==> config.mk <==
export PLATFORM = sky130hd
export DESIGN_NAME = pwd_core
export DESIGN_NICKNAME = d
export VERILOG_FILES = /design/src/core/pwd_pkg.sv /design/src/core/pwd_core.sv
export SDC_FILE = /design/constraint.sdc
export NUM_CORES = 1
export LEC_CHECK = 0
export ABC_AREA = 1
export BUFFER_PORTS_ARGS = -buffer_cell sky130_fd_sc_hd__buf_2
export CAP_MARGIN = 5
export CORE_MARGIN = 1.5
export CORE_UTILIZATION = 54
export CTS_BUF_LIST = sky130_fd_sc_hd__clkbuf_16
export CTS_CLUSTER_DIAMETER = 50
export DETAILED_ROUTE_END_ITERATION = 7
export PLACE_DENSITY = 0.89
export SLEW_MARGIN = 20
export SYNTH_ARGS = -nofsm -noshare
export SYNTH_HDL_FRONTEND = slang
export SYNTH_SLANG_ARGS = --single-unit
==> constraint.sdc <==
create_clock -name clk -period 1.4 [get_ports clk]
set_clock_uncertainty 0.1 [all_clocks]
set_input_delay 0.07 -clock clk [delete_from_list [all_inputs] [get_ports clk]]
set_output_delay 0.07 -clock clk [all_outputs]
set_load 0.05 [all_outputs]
==> src/core/pwd_pkg.sv <==
// package for the pcm word decode control block
// assumes one 25 MHz system clock; all strobes arrive as pins and are synchronised in the core
package pwd_pkg;
  // ----------------------------------------
  // word layout
  // ----------------------------------------
  localparam int WORD_W = 6;
  localparam int MSD_POS = 5;
  localparam int NMSD_POS = 4;
  localparam int LSD_POS = 0;
  localparam logic [5:0] WORD_RST = 6'h00;
  // ----------------------------------------
  // level-control and path outputs
  // ----------------------------------------
  typedef struct packed {
    logic msd;
    logic msd_n;
    logic nmsd;
    logic nmsd_n;
  } pwd_level_t;
  typedef struct packed {
    logic atten_sel;
    logic direct_sel;
  } pwd_path_t;
  localparam logic [3:0] LEVEL_RST = 4'h5;
  localparam logic [1:0] PATH_RST = 2'h1;
  localparam int SYNC_STAGES = 2;
endpackage : pwd_pkg

==> src/core/pwd_core.sv <==
// pcm word decode control: serial gather, parallel hold, address blank, squelch, path select
// assumes all pin inputs are asynchronous to clk and pulse widths span at least two clk periods
`timescale 1ns/1ps

module pwd_core
  import pwd_pkg::*;
(
  // clock and reset
  input wire logic clk,
  input wire logic rst_b,
  // link pins from receive timing
  input wire logic pcm_in,
  input wire logic dec_clk_in,
  input wire logic word_readout_strobe,
  input wire logic addr_inh1,
  input wire logic addr_inh2,
  input wire logic in_frame,
  // outputs to ladder and gain switch
  output logic [WORD_W-1:0] held_word,
  output pwd_level_t level_ctl,
  output pwd_path_t path_sel,
  output logic modem_timing
);

  // ----------------------------------------
  // elaboration checks
  // ----------------------------------------
  // the lsd clear path and the two-digit path decode are written for this layout only
  if (WORD_W != 6 || MSD_POS != WORD_W - 1 || NMSD_POS != WORD_W - 2 || LSD_POS != 0) begin : g_layout_chk
    $error("pwd_core needs a six-bit word with the msd on top");
  end

  // ----------------------------------------
  // input synchronisers
  // ----------------------------------------
  localparam int NIN = 6;
  logic [NIN-1:0] pin_raw;
  logic [NIN-1:0] meta_r;
  logic [NIN-1:0] sync_r;
  logic [NIN-1:0] meta_nxt;
  logic [NIN-1:0] sync_nxt;
  // clock and strobe pins get a third flop that only feeds the rising-edge detectors
  logic clk_d_r;
  logic clk_d_nxt;
  logic strb_d_r;
  logic strb_d_nxt;

  assign pin_raw = {in_frame, addr_inh2, addr_inh1, word_readout_strobe, dec_clk_in, pcm_in};

  always_comb begin
    meta_nxt = pin_raw;
    sync_nxt = meta_r;
    clk_d_nxt = sync_r[1];
    strb_d_nxt = sync_r[2];
  end

  always_ff @(posedge clk or negedge rst_b) begin
    if (!rst_b) begin
      meta_r <= '0;
      sync_r <= '0;
      clk_d_r <= 1'b0;
      strb_d_r <= 1'b0;
    end else begin
      meta_r <= meta_nxt;
      sync_r <= sync_nxt;
      clk_d_r <= clk_d_nxt;
      strb_d_r <= strb_d_nxt;
    end
  end

  logic pcm_s;
  logic shift_en;
  logic load_en;
  logic inh1_s;
  logic inh2_s;
  logic frame_s;
  assign pcm_s = sync_r[0];
  // rising edges become one-cycle enables; a pulse shorter than two clk periods may be missed
  assign shift_en = sync_r[1] & ~clk_d_r;
  assign load_en = sync_r[2] & ~strb_d_r;
  assign inh1_s = sync_r[3];
  assign inh2_s = sync_r[4];
  assign frame_s = sync_r[5];

  // ----------------------------------------
  // serial and parallel word registers
  // ----------------------------------------
  logic [WORD_W-1:0] ser_r;
  logic [WORD_W-1:0] ser_nxt;
  logic [WORD_W-1:0] hold_r;
  logic [WORD_W-1:0] hold_nxt;
  logic normal_lsd;
  logic clear_lsd;

  // inhibit 1 blocks the normal lsd path, inhibit 2 low opens the clear path
  // both inhibits high is outside the timing contract; the held lsd then keeps its value
  assign normal_lsd = load_en & ~inh1_s;
  assign clear_lsd = load_en & ~inh2_s;

  always_comb begin
    ser_nxt = ser_r;
    hold_nxt = hold_r;
    // squelch: while out of frame the register sees no new bits
    if (shift_en && frame_s) begin
      ser_nxt = {ser_r[WORD_W-2:0], pcm_s};
    end
    if (load_en) begin
      hold_nxt[WORD_W-1:1] = ser_r[WORD_W-1:1];
    end
    if (normal_lsd) begin
      hold_nxt[LSD_POS] = ser_r[LSD_POS];
    end else if (clear_lsd) begin
      // clearing an already-zero stage is harmless
      hold_nxt[LSD_POS] = 1'b0;
    end
  end

  always_ff @(posedge clk or negedge rst_b) begin
    if (!rst_b) begin
      ser_r <= WORD_RST;
      hold_r <= WORD_RST;
    end else begin
      ser_r <= ser_nxt;
      hold_r <= hold_nxt;
    end
  end

  // ----------------------------------------
  // outputs
  // ----------------------------------------
  logic atten;
  assign held_word = hold_r;
  // one xor decides the path, so both selects change on the same clk edge and never overlap
  assign atten = hold_r[MSD_POS] ^ hold_r[NMSD_POS];
  always_comb begin
    level_ctl.msd = hold_r[MSD_POS];
    level_ctl.msd_n = ~hold_r[MSD_POS];
    level_ctl.nmsd = hold_r[NMSD_POS];
    level_ctl.nmsd_n = ~hold_r[NMSD_POS];
    path_sel.atten_sel = atten;
    path_sel.direct_sel = ~atten;
  end
  // forwarded after synchronising so it rises with load_en, one clk before the held-word update
  assign modem_timing = sync_r[2];
endmodule // pwd_core

==> impl_results.md, run 1 <==
* Leakage at 0.621 nW
* Core region area at 0.00152 mm^2
* Max-Cap Viols at 0
* Multi-input combinational cell area at 211 um^2
* Crit. Startpoint: held_word[4]$_DFFE_PN0N_
* CTS tree: built
* Starting Density at 0.588
* Fmax at 756 MHz
* Root buffer cell: clkbuf_16
* 1st-iter DRT viols at 8
* Part of the power in combinational logic at 0.254
* Post-synth top area share at 0.726
* Part of the power in the clock network at 0.345
* Design area at 0.00119 mm^2
* Worst Path Arrival at 1.15 ns
* IO Count at 21
* Seq pwr share at 0.401
* WHS at 0.236 ns
* Commonest non-fill, non-tap cell in the layout: nand2_1
* WS Path Type: flop to output pin
* Post-synth cell types at 10
* Die width at 43.7 um
* Nets at 113
* Final Wtd Congestion at 0.704
* Sequential-to-total area share from yosys stat at 0.726
* CTS Sinks at 26
* Remaining global-route overflow at 0
* Crit. End Element: output pin
* VDD IR max at 1.39 mV
* TritonCTS Buffers at 3
* Worst-margin pin slew at 0.550 ns
* Global-route wire length before repair at 2300 um
* DRC violations left at 0
* Mapped Nets at 84
* Commonest cells after routing, fill and taps aside: nand2_1, dfrtp_1, buf_2
* DP Wirelength at 882 um
* Relative slew slack at 0.633
* Post-synthesis register bit count at 26
* Final clock period utilization by the worst path at 0.944
* Share of layout cells above drive strength 1 at 0.279
* Status: completed
* Post-cts repair resize count at 0
* Clk slew on worst S/H paths at 0.06 ns
* Power per Cell Area at 1950 mW/mm^2
* Via count at 611
* Die height at 43.7 um
* Cell area after synthesis at 896 um^2
* Die Area at 0.00191 mm^2
* Synth top area cells: dfrtp_1, nand2_1, nand4_1, inv_1, buf_4
* Number of port buffers at 20
* Drt total wl at 1380 um
* Worst-path fanout max at 4
* Final slew viol count at 0
* RR Startpoint: sync_r[2]$_DFF_PN0_
* Clock Latency Late Sink at 0.26 ns
* Avg Cell Area, Syn at 11.8 um^2
* NetSw at 757 uW
* Unrepaired setup endpoints after global routing: false
* Internal Power at 1.57 mW
* Wire length per cell at 11.5 um
* Final Hold Viols at 0
* Ant. Diodes at 0
* Synth warnings at 0
* Post-synth top area cell: dfrtp_1
* Required @ worst endpoint at 1.23 ns
* Hold Crit Class: primary input to asynchronous set/reset pin
* Switching share of power at 0.326
* Global router's overall resource usage at 0.175
* Number of fill cells at 105
* FP Rows at 14
* Largest net degree at the start of global routing at 27
* Via density at 5.09
* Final setup viols at 0
* Router iterations before antenna repair at 5
* CP startpoint kind: flop
* Vias in the first global route at 569
* Fin crit period at 1.32 ns
* Clock tree buffer depth at 2
* Register area at 653 um^2
* Layout area overhead at 32.8%
* Setup Total Neg Slack at 0 ns
* H-Tree Depth at 1
* Initial antenna violation count at 0
* Syn Inst Count at 76
* Antenna-violating nets left at 0
* Dpl cell area at 0.00101 mm^2
-- synth_stat cells --
| cell | count |
|---|---|
| dfrtp_1 | 26 |
| o21ai_0 | 2 |
| nand3_4 | 1 |
| buf_4 | 3 |
| nand3_1 | 2 |
| nor2_4 | 1 |
| nand4_1 | 6 |
| xnor2_1 | 1 |
| nand2_1 | 26 |
| inv_1 | 8 |
-- cell families after synthesis --
| kind of cell | share of synthesized area |
|---|---|
| AND/OR/NAND/NOR | 0.194 |
| flip-flops | 0.726 |
| buffers and inverters | 0.0587 |
| AO/OA/AOI/OAI | 0.0112 |
| XOR/XNOR | 0.00978 |
-- power groups by stage --
stage               registers, mW  clock network [mW]  logic [mW]
floorplan                    1.07                   0       0.351
global placement            0.937                   0       0.572
detailed placement          0.945                   0       0.581
CTS                         0.932               0.818       0.596
global route                0.944               0.846       0.627
finish                      0.931               0.801       0.591
-- final cells by class --
class,instances,share of cell area
clock buffer,3,0.0631
timing repair buffer,27,0.143
tap,16,0.0168
sequential,26,0.549
inverter,8,0.0252
multi-input combinational,39,0.178
clock inverter,1,0.0252
-- routing by layer --
metal | up-vias | GRT usage | part of all wire
li1 | 297 | - | -
met5 | - | 0 | 0
met4 | 0 | 0.0909 | 0.011
met1 | 282 | 0.197 | 0.39
met2 | 30 | 0.300 | 0.53
met3 | 2 | 0.0500 | 0.074
-- critical path, stage by stage, from the launching register on --
cell,delay (ns)
dfrtp_2,0.45
xnor2_4,0.15
inv_1,0.05
buf_2,0.25
-- path summary, 6_finish.rpt --
kind	end	slack (ns)	cells past startpoint
max	path_sel[1]	0.08	3
min	held_word[2]$_DFFE_PN0N_	0.24	2
max reg2reg	held_word[3]$_DFFE_PN0N_	0.35	5
min reg2reg	sync_r[1]$_DFF_PN0_	0.25	0
max in group asynchronous	held_word[5]$_DFFE_PN0N_	0.57	2
min in group clk	sync_r[1]$_DFF_PN0_	0.25	0
-- per-stage QoR --
stage	total power, mW	cells	setup WS [ns]	utilization
2_1_floorplan	1.42	76	0.00904	-
3_3_place_gp	1.51	109	0.364	0.666
3_5_place_dp	1.53	109	0.351	0.666
4_1_cts	2.35	120	0.0699	0.781
5_1_grt	2.42	120	0.0352	0.781
6_report	2.32	120	0.0779	0.781
-- sequential cells by signal (all words and copies together) (netlist names) --
signal	cells
strb_d_r	1
meta_r	6
clk_d_r	1
sync_r	6
held_word	6
ser_r	6
-- timing repair --
action / 4_1_cts / 5_1_grt
endpoints found under the hold margin: 32 / 0
hold buffers: 7 / 0
buffers inserted: 0 / 0
No activity file was read; power rests on OpenSTA's default activity.
==> inputs of run 2 (changes only) <==
--- a/config.mk
+++ b/config.mk
@@ -8,7 +8,6 @@
 export ABC_AREA = 1
 export BUFFER_PORTS_ARGS = -buffer_cell sky130_fd_sc_hd__buf_2
 export CAP_MARGIN = 5
-export CORE_MARGIN = 1.5
 export CORE_UTILIZATION = 54
 export CTS_BUF_LIST = sky130_fd_sc_hd__clkbuf_16
 export CTS_CLUSTER_DIAMETER = 50
==> impl_results.md, run 2 (synthesized netlist as in run 1, its figures left out) <==
* DP Wirelength at 872 um (-1.1%)
* Hold Crit Class: primary input to asynchronous set/reset pin
* Share of layout cells above drive strength 1 at 0.269 (-0.00962)
* Largest net degree at the start of global routing at 27 (unchanged)
* Worst Path Arrival at 1.14 ns (about the same)
* Die height at 42.7 um (-2.3%)
* Power per Cell Area at 1830 mW/mm^2 (-6.3%)
* Required @ worst endpoint at 1.23 ns (about the same)
* TritonCTS Buffers at 3 (unchanged)
* DRC violations left at 0 (unchanged)
* Final Wtd Congestion at 0.722 (+2.5%)
* Drt total wl at 1280 um (-7.6%)
* Switching share of power at 0.351 (+0.0258)
* Number of port buffers at 20 (unchanged)
* Slowest-stage cell, CP: dfrtp_2
* Post-cts repair resize count at 0 (unchanged)
* R2R Path End: held_word[2]$_DFFE_PN0N_
* WHS at 0.229 ns (-0.00706 ns)
* Global router's overall resource usage at 0.173 (-0.00184)
* Final slew viol count at 0 (unchanged)
* Wire length per cell at 10.7 um (-7.6%)
* VDD IR max at 1.25 mV (-10%)
* Part of the power in combinational logic at 0.276 (+0.022)
* Initial antenna violation count at 0 (unchanged)
* IO Count at 21 (unchanged)
* CTS Sinks at 26 (unchanged)
* Design area at 0.00116 mm^2 (-2.2%)
* RR Startpoint: sync_r[2]$_DFF_PN0_
* Status: completed
* Fin crit period at 1.31 ns (-0.00974 ns)
* Fmax at 762 MHz (+0.74%)
* Final setup viols at 0 (unchanged)
* Vias in the first global route at 586 (+3.0%)
* Via density at 4.96 (-2.6%)
* Relative slew slack at 0.643 (+0.00982)
* FP Rows at 14 (unchanged)
* R2R Setup Slk at 0.37 ns (+0.02 ns)
* Crit. Startpoint: held_word[4]$_DFFE_PN0N_
* Router iterations before antenna repair at 3 (-2)
* Commonest cells after routing, fill and taps aside: nand2_1, dfrtp_1, buf_2
* 1st-iter DRT viols at 1 (-7)
* H-Tree Depth at 1 (unchanged)
* Via count at 595 (-2.6%)
* Part of the power in the clock network at 0.287 (-0.058)
* Internal Power at 1.38 mW (-12%)
* Die width at 42.7 um (-2.3%)
* WS Path Type: flop to output pin
* Max-Cap Viols at 0 (unchanged)
* Worst-margin pin slew at 0.535 ns (-0.0147 ns)
* Leakage at 0.609 nW (-2.0%)
* Seq pwr share at 0.437 (+0.036)
* Crit. End Element: output pin
* CP peak stage delay at 0.45 ns (about the same)
* Layout area overhead at 29.9%
* Total design power at 2.13 mW (-8.4%)
* Root buffer cell: clkbuf_16
* Worst R2R Path Depth at 5 (unchanged)
* Global-route wire length before repair at 2210 um (-3.9%)
* Clk slew on worst S/H paths at 0.06 ns (about the same)
* NetSw at 748 uW (-1.2%)
* Core region area at 0.00152 mm^2 (unchanged)
* CP bufs+invs at 2 (unchanged)
* Antenna-violating nets left at 0 (unchanged)
* Setup Total Neg Slack at 0 ns (unchanged)
* Dpl cell area at 0.00101 mm^2 (unchanged)
* CTS tree: built
* Ant. Diodes at 0 (unchanged)
* Commonest non-fill, non-tap cell in the layout: nand2_1
* Unrepaired setup endpoints after global routing: false
* Final Hold Viols at 0 (unchanged)
* Remaining global-route overflow at 0 (unchanged)
* Final clock period utilization by the worst path at 0.937 (-0.00696)
* Clock tree buffer depth at 2 (unchanged)
* Fin util at 0.764 (-0.0172)
* CP Cell Sequence: xnor2_4, inv_1, buf_2
* Clock Latency Late Sink at 0.25 ns (about the same)
* Die Area at 0.00183 mm^2 (-4.5%)
* Nets at 113 (unchanged)
* Worst-path fanout max at 4 (unchanged)
* Crit path max-delay family: flip-flops
* CP startpoint kind: flop
* Starting Density at 0.588 (unchanged)
-- run 2: cell types whose count changed in the layout (fill, tap and decap cells not counted) --
cell	change
bufinv_16	-1
clkinv_1	+1
-- run 2: timing repair --
item | CTS | global route
buffers inserted | 0 | 0
hold buffers | 7 | 0
hold endpoints to repair | 32 | 0
setup endpoints to repair | 0 | 0
-- run 2: per-stage QoR --
step                      setup slack [ns]  std cells
final                               0.0877        120
after global placement               0.364        109
after global routing                0.0489        120
after floorplan                    0.00904         76
after detailed placement             0.359        109
after CTS                           0.0798        120
-- run 2: power by group through the flow --
stage               Combinational (mW)  Sequential (mW)  Clock, mW
floorplan                        0.351             1.07          0
global placement                 0.571            0.937          0
detailed placement               0.579            0.946          0
CTS                              0.594            0.933      0.621
global route                     0.620            0.942      0.655
finish                           0.588            0.930      0.610
-- run 2: per-layer routing --
layer,global-route usage,share of wire
met1,0.170,0.41
met2,0.309,0.53
met3,0.0638,0.059
met4,0.0938,0
met5,0,0
-- run 2: worst max path at each step --
stage,endpoint,slack [ns],cells after the start
2_1_floorplan,path_sel[1],0.009,3
3_3_place_gp,path_sel[1],0.36,3
3_5_place_dp,path_sel[0],0.36,2
4_1_cts,path_sel[0],0.08,2
5_1_grt,path_sel[0],0.05,2
6_report,path_sel[1],0.09,3
-- run 2: cell type report --
| type | count | area [um^2] |
|---|---|---|
| fill | 104 | 360 |
| timing repair buffer | 27 | 170 |
| clock buffer | 3 | 75.1 |
| multi-input combinational | 39 | 211 |
| tap | 16 | 20.0 |
| inverter | 8 | 30.0 |
| clock inverter | 1 | 3.75 |
| sequential | 26 | 653 |
==> inputs of run 3 (changes only) <==
--- a/config.mk
+++ b/config.mk
@@ -8,11 +8,11 @@
 export ABC_AREA = 1
 export BUFFER_PORTS_ARGS = -buffer_cell sky130_fd_sc_hd__buf_2
 export CAP_MARGIN = 5
-export CORE_UTILIZATION = 54
+export CORE_UTILIZATION = 45
 export CTS_BUF_LIST = sky130_fd_sc_hd__clkbuf_16
 export CTS_CLUSTER_DIAMETER = 50
 export DETAILED_ROUTE_END_ITERATION = 7
-export PLACE_DENSITY = 0.89
+export PLACE_DENSITY = 0.8
 export SLEW_MARGIN = 20
 export SYNTH_ARGS = -nofsm -noshare
 export SYNTH_HDL_FRONTEND = slang
==> constraint.sdc (replaced) <==
create_clock -name clk -period 1.2 [get_ports clk]
set_clock_uncertainty 0.1 [all_clocks]
set_input_delay 0.06 -clock clk [delete_from_list [all_inputs] [get_ports clk]]
set_output_delay 0.06 -clock clk [all_outputs]
set_load 0.05 [all_outputs]
==> impl_results.md, run 3 (synthesized netlist as in run 1, its figures left out) <==
* Status: finished, violations left
* Router iterations before antenna repair at 4 (+1)
* CP peak stage delay at 0.45 ns (about the same)
* Worst-path fanout max at 3 (-1)
* R2R Setup Slk at 0.15 ns (-0.22 ns)
* Leakage at 0.626 nW (+2.8%)
* Final slew viol count at 0 (unchanged)
* Largest net degree at the start of global routing at 27 (unchanged)
* Fin crit period at 1.26 ns
* DRC violations left at 0 (unchanged)
* Total design power at 2.61 mW (+23%)
* DP Cell Count at 118 (+8.3%)
* Unrepaired setup endpoints after global routing: true
* Share of layout cells above drive strength 1 at 0.295 (+0.0260)
* H-Tree Depth at 1 (unchanged)
* Final Hold Viols at 0 (unchanged)
* Clock tree buffer depth at 2 (unchanged)
* CTS tree: built
* Commonest non-fill, non-tap cell in the layout: nand2_1
* Crit. End Element: output pin
* Final clock period utilization by the worst path at 1.05
* Final setup margin at -0.0579 ns (-0.146 ns)
* Core region area at 0.00180 mm^2 (+18%)
* VDD IR max at 1.26 mV (+0.72%)
* Violated checks: setup timing
* Required @ worst endpoint at 1.04 ns (-0.19 ns)
* Initial antenna violation count at 0 (unchanged)
* Die height at 46.6 um (+9.1%)
* Global-route wire length before repair at 2380 um (+7.8%)
* Die width at 46.6 um (+9.1%)
* CP startpoint kind: flop
* Via density at 4.84 (-2.4%)
* Commonest cells after routing, fill and taps aside: nand2_1, dfrtp_1, buf_2
* Fin cells at 130 (+8.3%)
* Final Wtd Congestion at 0.695 (-3.7%)
* Max-Cap Viols at 0 (unchanged)
* CP Cell Sequence: xnor2_4, inv_2, buf_6
* 1st-iter DRT viols at 10 (+9)
* Power per Cell Area at 2140 mW/mm^2 (+17%)
* Nets at 114 (+0.88%)
* IO Count at 21 (unchanged)
* FP Rows at 15 (+1)
* Fmax at 795 MHz
* Wire length per cell at 10.9 um (+2.6%)
* Relative slew slack at 0.639 (-0.00454)
* Number of port buffers at 20 (unchanged)
* Global router's overall resource usage at 0.163 (-0.0101)
* Die Area at 0.00217 mm^2 (+19%)
* CTS Sinks at 26 (unchanged)
* Root buffer cell: clkbuf_16
* Ant. Diodes at 0 (unchanged)
* Starting Density at 0.497 (-0.0906)
* Slowest-stage cell, CP: dfrtp_2
* Clk slew on worst S/H paths at 0.06 ns (about the same)
* Hold Crit Class: primary input to asynchronous set/reset pin
* TritonCTS Buffers at 3 (unchanged)
* Worst Path Arrival at 1.10 ns (-0.04 ns)
* Remaining global-route overflow at 0 (unchanged)
* Setup WS pre-CTS at 0.145 ns (-0.214 ns)
* Number of fill cells at 144 (+38%)
* Via count at 629 (+5.7%)
* Worst-margin pin slew at 0.542 ns (+0.00681 ns)
* Layout area overhead at 35.9%
* Clock Latency Late Sink at 0.26 ns (about the same)
* DP Wirelength at 861 um (-1.3%)
* Vias in the first global route at 609 (+3.9%)
* Final setup viols at 2 (+2)
* WHS at 0.219 ns (-0.0105 ns)
* Drt total wl at 1420 um (+11%)
* Antenna-violating nets left at 0 (unchanged)
* WS Path Type: flop to output pin
-- run 3: what timing repair did --
action / CTS / global route
pin swaps: 0 / 0
setup endpoints to repair: 4 / 5
gates resized for setup: 7 / 5
buffers inserted: 1 / 0
endpoints found under the hold margin: 32 / 0
hold buffers: 7 / 0
-- run 3: cell type report --
type                            count  area (um^2)  share of cell area
Sequential cell                    26          654               0.538
Clock buffer                        3         75.1              0.0617
Clock inverter                      1         3.75             0.00308
Inverter                            8         30.0              0.0247
Multi-Input combinational cell     39          211               0.174
Timing Repair Buffer               28          211               0.174
Tap cell                           25         31.3              0.0257
-- run 3: layer usage --
layer | vias to the layer above | global-route usage | part of all wire
met3 | 5 | 0.0353 | 0.044
met5 | - | 0 | 0
met2 | 25 | 0.300 | 0.54
li1 | 296 | - | -
met1 | 303 | 0.178 | 0.40
met4 | 0 | 0.0686 | 0.018
-- run 3: worst paths after layout --
path | from | end | depth (start not counted)
max in group asynchronous | rst_b | sync_r[2]$_DFF_PN0_ | 2
min reg2reg | meta_r[0]$_DFF_PN0_ | sync_r[0]$_DFF_PN0_ | 0
min | rst_b | held_word[1]$_DFFE_PN0N_ | 2
max reg2reg | clk_d_r$_DFF_PN0_ | ser_r[5]$_DFFE_PN0P_ | 4
max | held_word[5]$_DFFE_PN0N_ | path_sel[1] | 3
min in group clk | meta_r[0]$_DFF_PN0_ | sync_r[0]$_DFF_PN0_ | 0
-- run 3: per-stage QoR --
step | area [um^2] | setup TNS, ns | util
after floorplan | 922 | -0.374 | -
after global placement | 1030 | 0 | 0.570
after detailed placement | 1030 | 0 | 0.570
after CTS | 1200 | -0.111 | 0.667
after global routing | 1220 | -0.183 | 0.676
final | 1220 | -0.0979 | 0.676
-- run 3: critical path, delay by kind of cell (launching register included) --
| family | cells | cell delay (ns) |
|---|---|---|
| flops | 1 | 0.45 |
| xor+xnor | 1 | 0.20 |
| buf+inv | 2 | 0.20 |
-- run 3: report_power, final --
part,switching (mW),internal [mW],total (mW)
Clock,0.278,0.445,0.723
Combinational,0.541,0.256,0.797
Sequential,0.0967,0.991,1.09
Total,0.916,1.69,2.61
